### src/core/branch_likely_pkg.sv
// constants, encodings and types for the likely-branch and special-instruction unit
// assumes 32-bit instruction words and a 32-bit program counter
package branch_likely_pkg;

  localparam int WORD_W = 32;
  localparam int OFFSET_W = 16;

  // instruction field positions
  localparam int OPC_MSB = 31;
  localparam int OPC_LSB = 26;
  localparam int SRC_MSB = 25;
  localparam int SRC_LSB = 21;
  localparam int SUB_MSB = 20;
  localparam int SUB_LSB = 16;
  localparam int FUNC_MSB = 5;
  localparam int FUNC_LSB = 0;
  localparam int OFF_MSB = 15;
  localparam int OFF_LSB = 0;

  // primary opcodes
  localparam logic [5:0] OPC_SPECIAL = 6'h00;
  localparam logic [5:0] OPC_REGISTER_IMMEDIATE_CLASS = 6'h01;
  localparam logic [5:0] OPC_SYSTEM_CONTROL_COP = 6'h10;

  // sub codes of the register-immediate class
  localparam logic [4:0] SUB_NEG_LIKELY = 5'h02;
  localparam logic [4:0] SUB_NONNEG_LIKELY = 5'h03;
  localparam logic [4:0] SUB_NEG_LINK_LIKELY = 5'h12;
  localparam logic [4:0] SUB_NONNEG_LINK_LIKELY = 5'h13;

  // coprocessor branch: selector in source field, condition in sub field
  localparam logic [4:0] COP_BRANCH_SEL = 5'h08;
  localparam logic [4:0] COP_FALSE_LIKELY = 5'h02;
  localparam logic [4:0] COP_TRUE_LIKELY = 5'h03;

  // function codes of the register-type format
  localparam logic [5:0] FUNC_SYSCALL = 6'h0C;
  localparam logic [5:0] FUNC_BREAK = 6'h0D;
  localparam logic [5:0] FUNC_SYNC = 6'h0F;

  localparam logic [4:0] LINK_REG_INDEX = 5'h1F;
  localparam logic [WORD_W-1:0] SLOT_DISTANCE = 32'h0000_0004;
  localparam logic [WORD_W-1:0] LINK_DISTANCE = 32'h0000_0008;
  localparam int OFFSET_SHIFT = 2;

  localparam logic [4:0] EXC_CODE_SYSCALL = 5'h08;
  localparam logic [4:0] EXC_CODE_BREAK = 5'h09;
  localparam logic [WORD_W-1:0] EXC_VECTOR_DEFAULT = 32'h0000_0180;

  typedef enum logic [2:0] {BR_NONE, BR_NEG, BR_NONNEG, BR_COP_TRUE, BR_COP_FALSE} branch_kind_t;
  typedef enum logic [1:0] {SPC_NONE, SPC_SYNC, SPC_SYSCALL, SPC_BREAK} special_kind_t;
  typedef enum logic {SLOT_IDLE, SLOT_WAIT} slot_state_t;
  typedef enum logic {ORDER_IDLE, ORDER_DRAIN} order_state_t;

endpackage : branch_likely_pkg

### src/core/decode_if.sv
// decoded instruction fields passed from the decoder to the execute logic
// assumes the producer is purely combinational on the current instruction
`timescale 1ns/10ps
interface decode_if;
  import branch_likely_pkg::*;
  logic valid;
  branch_kind_t branch_kind;
  logic link;
  special_kind_t special_kind;
  logic [OFFSET_W-1:0] offset;

  modport producer (output valid, output branch_kind, output link, output special_kind,
    output offset);
  modport consumer (input valid, input branch_kind, input link, input special_kind,
    input offset);
endinterface : decode_if

### src/core/branch_likely_special_exec.sv
// execute logic for the likely branches, memory ordering, system call and breakpoint
// assumes the pipeline presents one instruction per instr_valid pulse, the delay
// slot being the next instr_valid after a branch, and that all inputs are synchronous
`timescale 1ns/10ps

module branch_likely_special_exec import branch_likely_pkg::*; #(
  parameter logic [WORD_W-1:0] EXC_VECTOR = EXC_VECTOR_DEFAULT
) (
  input wire logic clk,
  input wire logic reset_n,
  input wire logic instr_valid,
  input wire logic [WORD_W-1:0] instr,
  input wire logic [WORD_W-1:0] instr_pc,
  input wire logic [WORD_W-1:0] source_register_value,
  input wire logic system_control_coprocessor_cond,
  input wire logic mem_ops_pending,
  output logic redirect_valid,
  output logic [WORD_W-1:0] redirect_target,
  output logic slot_cancel,
  output logic slot_commit,
  output logic link_write_en,
  output logic [4:0] link_write_index,
  output logic [WORD_W-1:0] link_write_data,
  output logic exc_valid,
  output logic [4:0] exc_code,
  output logic mem_order_hold
);

  decode_if dec ();

  instr_decoder u_decoder (
    .instr_valid(instr_valid),
    .instr(instr),
    .dec(dec.producer)
  );

  // carry dropped on purpose: addresses wrap
  function automatic logic [WORD_W-1:0] add_word(input logic [WORD_W-1:0] a,
      input logic [WORD_W-1:0] b);
    logic [WORD_W:0] sum;
    sum = {1'b0, a} + {1'b0, b};
    return sum[WORD_W-1:0];
  endfunction : add_word

  // offset shifted left then sign-extended to a full word
  function automatic logic [WORD_W-1:0] scaled_offset(input logic [OFFSET_W-1:0] off);
    logic [OFFSET_W+OFFSET_SHIFT-1:0] shifted;
    shifted = {off, {OFFSET_SHIFT{1'b0}}};
    return {{(WORD_W-OFFSET_W-OFFSET_SHIFT){shifted[OFFSET_W+OFFSET_SHIFT-1]}}, shifted};
  endfunction : scaled_offset

  // decode side is purely combinational; everything below is registered once
  logic is_branch;
  logic cond_true;
  logic [WORD_W-1:0] slot_pc;
  logic [WORD_W-1:0] branch_target;
  logic accept_branch;
  logic in_slot;
  logic slot_special_ok;

  assign is_branch = (dec.branch_kind != BR_NONE);
  assign slot_pc = add_word(instr_pc, SLOT_DISTANCE);
  assign branch_target = add_word(slot_pc, scaled_offset(dec.offset));

  // condition taken with the branch; later changes of the inputs are ignored
  always_comb begin
    case (dec.branch_kind)
      BR_NEG: cond_true = source_register_value[WORD_W-1];
      BR_NONNEG: cond_true = ~source_register_value[WORD_W-1];
      BR_COP_TRUE: cond_true = system_control_coprocessor_cond;
      BR_COP_FALSE: cond_true = ~system_control_coprocessor_cond;
      default: cond_true = 1'b0;
    endcase
  end

  // slot tracking: taken decision and target held until the delay slot shows up
  // no timeout: the pipeline must always present the slot
  slot_state_t slot_state_reg, slot_state_next;
  logic taken_reg, taken_next;
  logic [WORD_W-1:0] target_reg, target_next;
  logic slot_cancel_reg, slot_cancel_next;
  logic slot_commit_reg, slot_commit_next;
  logic branch_redirect;

  // a branch in a delay slot is decoded but not accepted; its behaviour is undefined anyway
  assign in_slot = (slot_state_reg == SLOT_WAIT);
  assign accept_branch = dec.valid && is_branch && !in_slot;
  // specials in a slot only run when the slot itself survives
  assign slot_special_ok = !in_slot || taken_reg;

  always_comb begin
    slot_state_next = slot_state_reg;
    taken_next = taken_reg;
    target_next = target_reg;
    slot_cancel_next = 1'b0;
    slot_commit_next = 1'b0;
    branch_redirect = 1'b0;
    case (slot_state_reg)
      SLOT_IDLE: begin
        if (accept_branch) begin
          slot_state_next = SLOT_WAIT;
          taken_next = cond_true;
          target_next = branch_target;
        end
      end
      SLOT_WAIT: begin
        // whatever comes next is the slot, a branch included
        if (dec.valid) begin
          slot_state_next = SLOT_IDLE;
          if (taken_reg) begin
            slot_commit_next = 1'b1;
            branch_redirect = 1'b1;
          end else begin
            slot_cancel_next = 1'b1;
          end
        end
      end
      default: slot_state_next = SLOT_IDLE;
    endcase
  end

  always_ff @(posedge clk) begin
    if (!reset_n) begin
      slot_state_reg <= SLOT_IDLE;
      taken_reg <= 1'b0;
      target_reg <= '0;
      slot_cancel_reg <= 1'b0;
      slot_commit_reg <= 1'b0;
    end else begin
      slot_state_reg <= slot_state_next;
      taken_reg <= taken_next;
      target_reg <= target_next;
      slot_cancel_reg <= slot_cancel_next;
      slot_commit_reg <= slot_commit_next;
    end
  end

  // link write, issued with the branch regardless of the outcome
  // data from the branch pc, so a cancelled slot cannot disturb it
  logic link_we_reg, link_we_next;
  logic [WORD_W-1:0] link_data_reg, link_data_next;
  logic [4:0] link_index_reg, link_index_next;

  always_comb begin
    link_we_next = 1'b0;
    link_data_next = link_data_reg;
    link_index_next = link_index_reg;
    if (accept_branch && dec.link) begin
      link_we_next = 1'b1;
      link_data_next = add_word(instr_pc, LINK_DISTANCE);
      link_index_next = LINK_REG_INDEX;
    end
  end

  always_ff @(posedge clk) begin
    if (!reset_n) begin
      link_we_reg <= 1'b0;
      link_data_reg <= '0;
      link_index_reg <= '0;
    end else begin
      link_we_reg <= link_we_next;
      link_data_reg <= link_data_next;
      link_index_reg <= link_index_next;
    end
  end

  // exceptions and the single redirect port; an exception outranks a branch redirect
  // a trapping slot of a taken branch still commits; only the target changes
  logic exc_valid_reg, exc_valid_next;
  logic [4:0] exc_code_reg, exc_code_next;
  logic redirect_valid_reg, redirect_valid_next;
  logic [WORD_W-1:0] redirect_target_reg, redirect_target_next;
  logic take_special;

  assign take_special = dec.valid && slot_special_ok;

  always_comb begin
    exc_valid_next = 1'b0;
    exc_code_next = exc_code_reg;
    redirect_valid_next = 1'b0;
    redirect_target_next = redirect_target_reg;
    if (branch_redirect) begin
      redirect_valid_next = 1'b1;
      redirect_target_next = target_reg;
    end
    if (take_special) begin
      case (dec.special_kind)
        SPC_SYSCALL: begin
          exc_valid_next = 1'b1;
          exc_code_next = EXC_CODE_SYSCALL;
          redirect_valid_next = 1'b1;
          redirect_target_next = EXC_VECTOR;
        end
        SPC_BREAK: begin
          exc_valid_next = 1'b1;
          exc_code_next = EXC_CODE_BREAK;
          redirect_valid_next = 1'b1;
          redirect_target_next = EXC_VECTOR;
        end
        default: exc_valid_next = 1'b0;
      endcase
    end
  end

  always_ff @(posedge clk) begin
    if (!reset_n) begin
      exc_valid_reg <= 1'b0;
      exc_code_reg <= '0;
      redirect_valid_reg <= 1'b0;
      redirect_target_reg <= '0;
    end else begin
      exc_valid_reg <= exc_valid_next;
      exc_code_reg <= exc_code_next;
      redirect_valid_reg <= redirect_valid_next;
      redirect_target_reg <= redirect_target_next;
    end
  end

  // memory ordering: hold at least one cycle, then until the pipeline is empty
  // no counter of its own: the pending flag is the only drain measure
  order_state_t order_state_reg, order_state_next;
  logic hold_reg, hold_next;
  logic sync_seen;

  // a sync in a cancelled slot is dropped with it
  assign sync_seen = take_special && (dec.special_kind == SPC_SYNC);

  always_comb begin
    order_state_next = order_state_reg;
    hold_next = hold_reg;
    case (order_state_reg)
      ORDER_IDLE: begin
        if (sync_seen) begin
          order_state_next = ORDER_DRAIN;
          hold_next = 1'b1;
        end
      end
      ORDER_DRAIN: begin
        if (!mem_ops_pending && !sync_seen) begin
          order_state_next = ORDER_IDLE;
          hold_next = 1'b0;
        end
        // a fresh sync holds one more cycle
        if (sync_seen) begin
          hold_next = 1'b1;
        end
      end
      default: begin
        order_state_next = ORDER_IDLE;
        hold_next = 1'b0;
      end
    endcase
  end

  always_ff @(posedge clk) begin
    if (!reset_n) begin
      order_state_reg <= ORDER_IDLE;
      hold_reg <= 1'b0;
    end else begin
      order_state_reg <= order_state_next;
      hold_reg <= hold_next;
    end
  end

  // every output straight from a register
  assign redirect_valid = redirect_valid_reg;
  assign redirect_target = redirect_target_reg;
  assign slot_cancel = slot_cancel_reg;
  assign slot_commit = slot_commit_reg;
  assign link_write_en = link_we_reg;
  assign link_write_index = link_index_reg;
  assign link_write_data = link_data_reg;
  assign exc_valid = exc_valid_reg;
  assign exc_code = exc_code_reg;
  assign mem_order_hold = hold_reg;

endmodule : branch_likely_special_exec

### src/core/instr_decoder.sv
// combinational decoder for the likely branches and the special instructions
// assumes the instruction word is stable while instr_valid is high
`timescale 1ns/10ps
module instr_decoder import branch_likely_pkg::*; (
  input wire logic instr_valid,
  input wire logic [WORD_W-1:0] instr,
  decode_if.producer dec
);

  logic [5:0] opc;
  logic [4:0] src_field;
  logic [4:0] sub_field;
  logic [5:0] func_field;

  assign opc = instr[OPC_MSB:OPC_LSB];
  assign src_field = instr[SRC_MSB:SRC_LSB];
  assign sub_field = instr[SUB_MSB:SUB_LSB];
  assign func_field = instr[FUNC_MSB:FUNC_LSB];

  always_comb begin
    dec.valid = instr_valid;
    dec.branch_kind = BR_NONE;
    dec.link = 1'b0;
    dec.special_kind = SPC_NONE;
    dec.offset = instr[OFF_MSB:OFF_LSB];
    case (opc)
      OPC_REGISTER_IMMEDIATE_CLASS: begin
        case (sub_field)
          SUB_NEG_LIKELY: dec.branch_kind = BR_NEG;
          SUB_NONNEG_LIKELY: dec.branch_kind = BR_NONNEG;
          SUB_NEG_LINK_LIKELY: begin
            dec.branch_kind = BR_NEG;
            dec.link = 1'b1;
          end
          SUB_NONNEG_LINK_LIKELY: begin
            dec.branch_kind = BR_NONNEG;
            dec.link = 1'b1;
          end
          default: dec.branch_kind = BR_NONE;
        endcase
      end
      OPC_SYSTEM_CONTROL_COP: begin
        if (src_field == COP_BRANCH_SEL) begin
          case (sub_field)
            COP_TRUE_LIKELY: dec.branch_kind = BR_COP_TRUE;
            COP_FALSE_LIKELY: dec.branch_kind = BR_COP_FALSE;
            default: dec.branch_kind = BR_NONE;
          endcase
        end
      end
      OPC_SPECIAL: begin
        case (func_field)
          FUNC_SYNC: dec.special_kind = SPC_SYNC;
          FUNC_SYSCALL: dec.special_kind = SPC_SYSCALL;
          FUNC_BREAK: dec.special_kind = SPC_BREAK;
          default: dec.special_kind = SPC_NONE;
        endcase
      end
      default: dec.branch_kind = BR_NONE;
    endcase
  end

endmodule : instr_decoder

### config.mk
export PLATFORM = sky130hd
export DESIGN_NAME = branch_likely_special_exec
export DESIGN_NICKNAME = d
export VERILOG_FILES = /design/src/core/branch_likely_pkg.sv /design/src/core/decode_if.sv /design/src/core/branch_likely_special_exec.sv /design/src/core/instr_decoder.sv
export SDC_FILE = /design/constraint.sdc
export NUM_CORES = 1
export LEC_CHECK = 0
export ABC_AREA = 1
export BUFFER_PORTS_ARGS = -buffer_cell sky130_fd_sc_hd__clkbuf_2
export CORE_UTILIZATION = 50
export CTS_CLUSTER_DIAMETER = 200
export DETAILED_ROUTE_END_ITERATION = 12
export PLACE_DENSITY = 0.82
export SLEW_MARGIN = 20
export SYNTH_ARGS = -nofsm -noshare
export SYNTH_HDL_FRONTEND = slang
export SYNTH_HIERARCHICAL = 1
export SYNTH_SLANG_ARGS = --single-unit
### constraint.sdc
create_clock -name clk -period 1.8 [get_ports clk]
set_clock_uncertainty 0.05 [all_clocks]
set_input_delay 0 -clock clk [delete_from_list [all_inputs] [get_ports clk]]
set_output_delay 0 -clock clk [all_outputs]
set_load 0.005 [all_outputs]
After elaboration in Yosys (flattened, before gate mapping)
Cells that the tools add are included.
{ "totals": {"reg_bits": 111, "latch_bits": 0, "ramBits": 0, "mem_bits_ro": 0, "n_memories": 0} }
{ "classes": {"addsub": 3, "multipliers": 0, "div": 0, "order_cmp": 0, "eq_ne": 19, "n_shift": 0, "mux": 32, "n_bitwise": 4, "reduce_logical": 22} }
{ "op_table": {"columns": ["operator", "count"], "rows": [
  ["$mux W32", 3],
  ["$add A32 B3 Y32 const B", 1],
  ["$add A32 B32 Y32", 1],
  ["$add A32 B4 Y32 const B", 1],
  ["$eq A6 B4 Y1 const B", 3],
  ["$mux W1", 18],
  ["$pmux W3 S2", 2],
  ["$eq A5 B2 Y1 const B", 2],
  ["$eq A5 B5 Y1 const B", 2],
  ["$pmux W5 S2", 1],
  ["$reduce_and A2 Y1", 4],
  ["$reduce_or A2 Y1", 4],
  ["$eq A3 B2 Y1 const B", 2],
  ["$eq A6 B1 Y1 const B", 1],
  ["$eq A6 B5 Y1 const B", 1],
  ["$logic_and A1 B1 Y1", 6],
  ["$logic_not A6 Y1", 1],
  ["$pmux W1 S2", 3],
  ["$pmux W2 S3", 1],
  ["$eq A5 B4 Y1 const B", 1],
  ["$eq A2 B2 Y1 const B", 2],
  ["$not A1 Y1", 4],
  ["$pmux W1 S4", 1],
  ["$pmux W2 S2", 1],
  ["12 further kinds", 14]
]} }

Depth between registers and ports, before layout
Gate-level depths: netlist of run 1.
{ "logic_depth": {"word_depth": 10, "mapped_depth": 16, "ltp_nobuf": 15} }

Cells and area by module
Netlist of run 1, hierarchy kept.
{ "modules_own_cells": {"columns": ["mod", "n_inst", "cells_per_inst", "area_per_inst_um2", "seq_area_each_um2"], "rows": [
  ["branch_likely_special_exec", 1, 1118, 7201.9, 2162.1],
  ["instr_decoder", 1, 56, 312.8, 0.0]
]} }

Least setup slack after synthesis of run 1
No wires, ideal clock.
{ "synth_timing": {"path_type": "in2reg", "start": "in instr[1]", "end": "reg target_reg[25]", "arrival_ns": 1.796, "required_time_ns": 1.635, "path_slack_ns": -0.161, "stages": 14, "cell_sequence": "buf_4 > ha_1 > ha_1 > fa_1 > nand3_1 > nand3_1 > nand2_1 > nand2_1 > nand2_1 > nand3_1 > nand2_1 > nand2_1 > o21ai_0 > inv_1"} }
{ "synth_between": {"elab_chain_len": 1} }
{ "synth_rtl": {"columns": ["item", "line_no", "rtl"], "rows": [
  ["start: declaration", "branch_likely_special_exec.sv:12", "input wire logic [WORD_W-1:0] instr,"],
  ["$add A32 B32 Y32", "branch_likely_special_exec.sv:41", "sum = {1'b0, a} + {1'b0, b};"],
  ["end signal: assignment", "branch_likely_special_exec.sv:132", "target_reg <= target_next;"],
  ["end: declaration", "branch_likely_special_exec.sv:80", "logic [WORD_W-1:0] target_reg, target_next;"]
]} }
No other way between the ends.
A chain may end at the register's enable or synchronous reset.

Worst setup path after layout of run 1
{ "layout_timing": {"start": "reg slot_state_reg (netlist: in_slot)", "end": "reg taken_reg"} }
{ "layout_between": {"elab_chain_len": 3} }
{ "layout_rtl": {"columns": ["item", "line_no", "rtl"], "rows": [
  ["start: declaration", "branch_likely_special_exec.sv:78", "slot_state_t slot_state_reg, slot_state_next;"],
  ["start signal: assignment", "branch_likely_special_exec.sv:130", "slot_state_reg <= slot_state_next;"],
  ["$logic_not A1 Y1", "branch_likely_special_exec.sv:87", "assign accept_branch = dec.valid && is_branch && !in_slot;"],
  ["$logic_and A1 B1 Y1", "branch_likely_special_exec.sv:87", null],
  ["$reduce_and A2 Y1 (no source line) (*)", null, null],
  ["end signal: assignment", "branch_likely_special_exec.sv:131", "taken_reg <= taken_next;"],
  ["end: declaration", "branch_likely_special_exec.sv:79", "logic taken_reg, taken_next;"]
]} }
Every way passes the cells marked *; elsewhere a longest branch is shown, timed or not.

==> results of run 1 <==
-- path summary, 6_finish.rpt --
| kind | endpoint | slack (ns) |
|---|---|---|
| max | taken_reg | 0.14 |
| min | link_write_data[8] | 0.01 |
| max reg2reg | taken_reg | 0.14 |
| min reg2reg | redirect_target[22] | 0.41 |
-- power breakdown --
group,internal [W],switching [W],total (W)
Combinational,0.000615,0.000857,0.00147
Sequential,0.00239,0.000000547,0.00239
Clock,0.00113,0.00104,0.00218
Total,0.00414,0.00190,0.00604
-- cells in the final DEF (no fill, tap or decap), types with 10 or more instances in the layout --
| cell | synthesis | final |
|---|---|---|
| nand2_1 | 353 | 352 |
| inv_1 | 171 | 171 |
| clkbuf_2 | 0 | 145 |
| nor2_1 | 133 | 130 |
| dfxtp_1 | 108 | 108 |
| buf_4 | 25 | 76 |
| nand3_1 | 71 | 69 |
| a21oi_1 | 63 | 61 |
| ha_1 | 58 | 57 |
| o21ai_0 | 37 | 36 |
| xor2_1 | 19 | 19 |
| nor3_1 | 13 | 13 |
| o21a_1 | 12 | 12 |
| dlygate4sd3_1 | 0 | 12 |
| nand4_1 | 10 | 10 |
| nor2_2 | 7 | 10 |
-- stage by stage --
stage / setup TNS (ns) / cell area, um^2 / total power (W) / worst slack [ns] / std cells
2_1_floorplan: 0 / 7540 / 0.003299 / 0.003639 / 1176
3_3_place_gp: -4.092 / 8836 / 0.003861 / -0.3260 / 1533
3_5_place_dp: -4.345 / 8836 / 0.003874 / -0.3236 / 1533
4_1_cts: 0 / 9284 / 0.006070 / 0.04687 / 1561
5_1_grt: 0 / 9305 / 0.006362 / 0.009669 / 1561
6_report: 0 / 9305 / 0.006036 / 0.1414 / 1561
-- cells by family after synthesis --
kind of cell / count (synthesis) / synth area share
AOI/OAI and AO/OA: 130 / 0.09640
xor gates and xnor gates: 25 / 0.02914
adders and majority gates: 59 / 0.09923
buffers and inverters: 232 / 0.1322
DFF: 108 / 0.2877
other: 1 / 0.0004990
and+or+nand+nor: 619 / 0.3548
-- metal layers --
| layer | vias up | track usage |
|---|---|---|
| li1 | 4049 | - |
| met1 | 3497 | 0.3354 |
| met2 | 226 | 0.4924 |
| met3 | 23 | 0.05971 |
| met4 | 0 | 0.07087 |
| met5 | - | 0 |
-- worst reg2reg max path: cells and delay by family, from the launching register on --
kind            cells  cell delay, ns
simple gates        2            0.29
compound gates      1            0.04
flops               1            0.32
buf+inv             3            0.87
-- synth_stat cells (3+ instances only) --
cell / instances
xnor2_1: 6
nand3b_1: 4
a211oi_1: 3
nor2_2: 7
ha_1: 58
inv_1: 171
nand3_1: 71
a21oi_1: 63
nand3_2: 3
o21a_1: 12
a21o_1: 4
nand2_1: 353
dfxtp_1: 108
clkbuf_1: 18
nor3_2: 5
o221ai_1: 3
o21ai_0: 37
buf_4: 25
xor2_1: 19
nor3_1: 13
buf_2: 9
nand4_1: 10
o21bai_1: 4
nor2_1: 133
inv_2: 6
-- repair_timing --
item / 4_1_cts / 5_1_grt
gates resized for setup: 0 / 8
endpoints found under the hold margin: 14 / 0
hold buffers: 12 / 0
setup endpoints to repair: 0 / 15
-- area by class of cell --
type | count | area share
well taps | 184 | 0.02474
multi-input cells | 836 | 0.4728
flip-flops and latches | 108 | 0.2324
inverters | 178 | 0.07207
repair buffers | 239 | 0.1628
clock inverters | 7 | 0.01103
clock buffers | 9 | 0.02420
==> metrics.csv, run 1 <==
metric;value;unit
synth.avg_cell_area;6.401;um^2
synth.area.top_cells;dfxtp_1 29%, nand2_1 18%, ha_1 9.7%;
top_layer;met4;
power.static_leakage;5.087;nW
die_area;15520;um^2
synthArstFlopShare;0;
path_max_fanout;17;
num_rows;44;
io_pins;181;
hold_viol;0;
path_buf_inv;3;
synth-seq-area-share;0.2877;
synth.largest_area_cell;dfxtp_1;
outcome;finished clean;
synthCells;1174;
ys_warn_count;6;
cts_made_buffers;9;
fmax;0.6029;GHz
max_cap_viol_count;0;
routed_via_density;4.994;
antenna_found_initial;0;
die_w;124.6;um
wl_per_cell;13.29;um
cts_sinks;108;
n_antenna_cell;0;
worstRegToRegCells;6;
wirelength_met1;9.101;mm
crit_start;in_slot;
portBuffers;146;
cts_setup_buffers;0;
routabilityCongestion;0.9535;
cp.required;2.01;ns
core_region_area;14590;um^2
synth_edf_count;0;
gr-total-overflow;0;
fin_crit_sh;0.9214;
cp_slowest_cell;dlygate4sd3_1;
slew_violations;0;
clk_latency;0.36;ns
grt_start_max_net_pins;51;
vias;7795;
clock_path_buffers;2;
ant_nets;0;
h-tree-depth;3;
fp.dieH;124.6;um
grt_first_pass_wirelength;34.90;mm
rsz0062_at_grt;false;
cts-root-buf;clkbuf_16;
remaining_drc_errors;0;
dr_wl_met3;1.288;mm
cts_tree;built;
relSlewSlack;0.6258;
cp_slowest_stage_delay;0.57;ns
holdWs;0.01354;ns
routed_wl;20.74;mm
min_path_cells;3;
nets;1532;
period_needed;1.659;ns
cp_top_family;buffers and inverters;
critPathArrivalTime;1.87;ns
yosysUniqueCellTypes;46;
area_growth;23.83;%
start_kind;register;
grt.total_usage;0.2770;
seqCellArea;2162;um^2
worst_pin_slew;0.5605;ns
r2r-start;in_slot;
postLayoutCoreUtil;0.6378;
min_path_type;in2reg;
critPathKind;reg2reg;
synth_top_area_frac;0.2877;
vdd_ir_drop_max;564.8;uV
crit_cells;6;
drt-initial-drc-count;506;
ys.flop_type;dfxtp_1;
grt_pass1_vias;7466;
syn_area;7515;um^2
path_cells;inv_1 > nand3_4 > buf_6 > nor3_1 > dlygate4sd3_1 > a211oi_1;
pwr_density_cell;648.6;nW/um^2
hpwl;16.62;mm
path_clk_slew;0.09;ns
endpoint_kind;register;
final.fill_count;1352;
layout-drive-gt1-share;0.2099;
holdCritStartpoint;reset_n;
drt_first_pass_iters;5;
multi_input_area;4399;um^2
finalSetupViolations;0;
ys_ff_latch;108;
initial_utilization;0.5151;
wl_met2;10.03;mm
No activity file was read; power rests on OpenSTA's default activity.
==> inputs of run 2 (changes only) <==
--- a/config.mk
+++ b/config.mk
@@ -10,6 +10,7 @@
 export CORE_UTILIZATION = 50
 export CTS_CLUSTER_DIAMETER = 200
 export DETAILED_ROUTE_END_ITERATION = 12
+export HOLD_SLACK_MARGIN = 0.08
 export PLACE_DENSITY = 0.82
 export SLEW_MARGIN = 20
 export SYNTH_ARGS = -nofsm -noshare
==> metrics.csv, run 2 (synthesis gave the netlist of run 1 again) <==
metric;value;unit
outcome;finished clean;
crit_cells;12;
cts-root-buf;clkbuf_16;
critPathArrivalTime;1.96;ns
critPathKind;in2reg;
cts_sinks;108;
die_area;15520;um^2
antenna_found_initial;0;
mostFrequentLayoutCell;nand2_1;
vias;7923;
hold_viol;0;
core_region_area;14590;um^2
worst_pin_slew;0.5560;ns
crit_start;instr_pc[11];
p_int;0.004160;W
nets;1547;
gr-total-overflow;0;
grt.total_usage;0.2818;
rrSetupSlack;0.14;ns
portBuffers;146;
setup.worst_path.end;link_write_data[23];
cp.required;2.06;ns
initial_utilization;0.5151;
cp_slowest_cell;dlygate4sd3_1;
max_cap_viol_count;0;
cp_slowest_stage_delay;0.56;ns
p_comb_frac;0.247;
switchingPower;0.001923;W
grt_first_pass_wirelength;35.53;mm
path_buf_inv;4;
path_clk_slew;0.08;ns
finalSetupViolations;0;
cts_made_buffers;9;
n_antenna_cell;0;
hpwl;16.62;mm
clk_latency;0.37;ns
slew_violations;0;
io_pins;181;
cp_top_family;simple AND/OR/NAND/NOR gates;
r2r_end;taken_reg;
power_frac_clock;0.360;
path_max_fanout;3;
power.static_leakage;5.151;nW
min_path_type;in2reg;
cpMostUsedCell;nand2_1;
switching_share;0.3162;
p_total;0.006083;W
fin_crit_sh;0.9406;
clock_path_buffers;2;
h-tree-depth;3;
fmax;0.5906;GHz
num_rows;44;
routed_via_density;5.027;
grt_start_max_net_pins;51;
remaining_drc_errors;0;
worstRegToRegCells;6;
seqPwrFrac;0.393;
mostFrequentLayoutCells;352 x nand2_1, 171 x inv_1, 145 x clkbuf_2;
fp.dieH;124.6;um
start_kind;input pin;
grt_pass1_vias;7604;
drt_first_pass_iters;5;
drt-initial-drc-count;547;
routabilityCongestion;0.9535;
pwr_density_cell;642.8;nW/um^2
routed_wl;21.33;mm
cts_tree;built;
vdd_ir_drop_max;566.1;uV
r2r-start;in_slot;
ant_nets;0;
endpoint_kind;register;
wl_per_cell;13.53;um
die_w;124.6;um
dpl_worst_slack;-0.3236;ns
area_growth;25.92;%
finalWorstSetupSlack;0.1069;ns
cts_setup_buffers;0;
path_cells;clkbuf_2 > dlygate4sd3_1 > buf_4 > nand2_2 > nor3_2 > and2_4 > nand3_2 > nor2_1 > nand2_1 > nand3_1 > nand2_1 > inv_1;
period_needed;1.693;ns
relSlewSlack;0.6288;
layout-drive-gt1-share;0.2083;
rsz0062_at_grt;false;
-- run 2: changes by cell type in the layout (fill, tap and decap cells not counted), sizes merged --
cell | before | now
dlygate4sd3 | 12 | 27
-- run 2: worst min path at each step --
stage / start / to / slack [ns] / depth (start not counted)
CTS: instr_pc[28] / link_write_data[28] / 0.08 / 6
global route: instr_pc[14] / link_write_data[14] / 0.11 / 5
finish: instr_pc[28] / link_write_data[28] / 0.11 / 6
detailed placement: instr_pc[0] / link_write_data[0] / 0.21 / 3
global placement: instr_pc[1] / link_write_data[1] / 0.20 / 3
floorplan: instr_pc[3] / link_write_data[3] / 0.04 / 1
-- run 2: area by class of cell --
cell class | count | area [um^2]
Multi-Input combinational cell | 836 | 4407
Timing Repair Buffer | 254 | 1665
Tap cell | 184 | 230.2
Inverter | 178 | 670.6
Sequential cell | 108 | 2162
Fill cell | 1329 | 5126
Clock buffer | 9 | 225.2
Clock inverter | 7 | 102.6
-- run 2: timing repair --
item	4_1_cts	5_1_grt
resized for setup	0	9
endpoints found under the setup margin	0	17
hold endpoints to repair	31	1
hold buffers	26	2
-- run 2: metrics by stage --
stage | TNS (ns) | instance area (um^2) | std cells | utilization | hold WS, ns
floorplan | 0 | 7540 | 1176 | - | 0.04019
global placement | -4.092 | 8836 | 1533 | 0.6057 | 0.2022
detailed placement | -4.345 | 8836 | 1533 | 0.6057 | 0.2150
CTS | 0 | 9424 | 1575 | 0.6460 | 0.08188
global route | 0 | 9463 | 1576 | 0.6486 | 0.1092
finish | 0 | 9463 | 1576 | 0.6486 | 0.1058
-- run 2: worst min-delay path: cells and delay by family --
family	cells	cell delay (ns)
buffers and inverters	3	0.31
and+or+nand+nor	3	0.19
-- run 2: power groups by stage --
stage                     Clock (W)  Combinational, W  Sequential, W
after CTS                   0.00223           0.00148        0.00239
after global placement            0           0.00142        0.00244
after global routing        0.00232           0.00169        0.00239
after floorplan                   0          0.000854        0.00244
after detailed placement          0           0.00143        0.00244
final                       0.00219           0.00151        0.00239
-- run 2: routing by layer --
metal,share of wire,global-route usage
met2,0.49,0.5076
met4,0.015,0.07016
met1,0.43,0.3373
met3,0.062,0.05928
met5,0,0
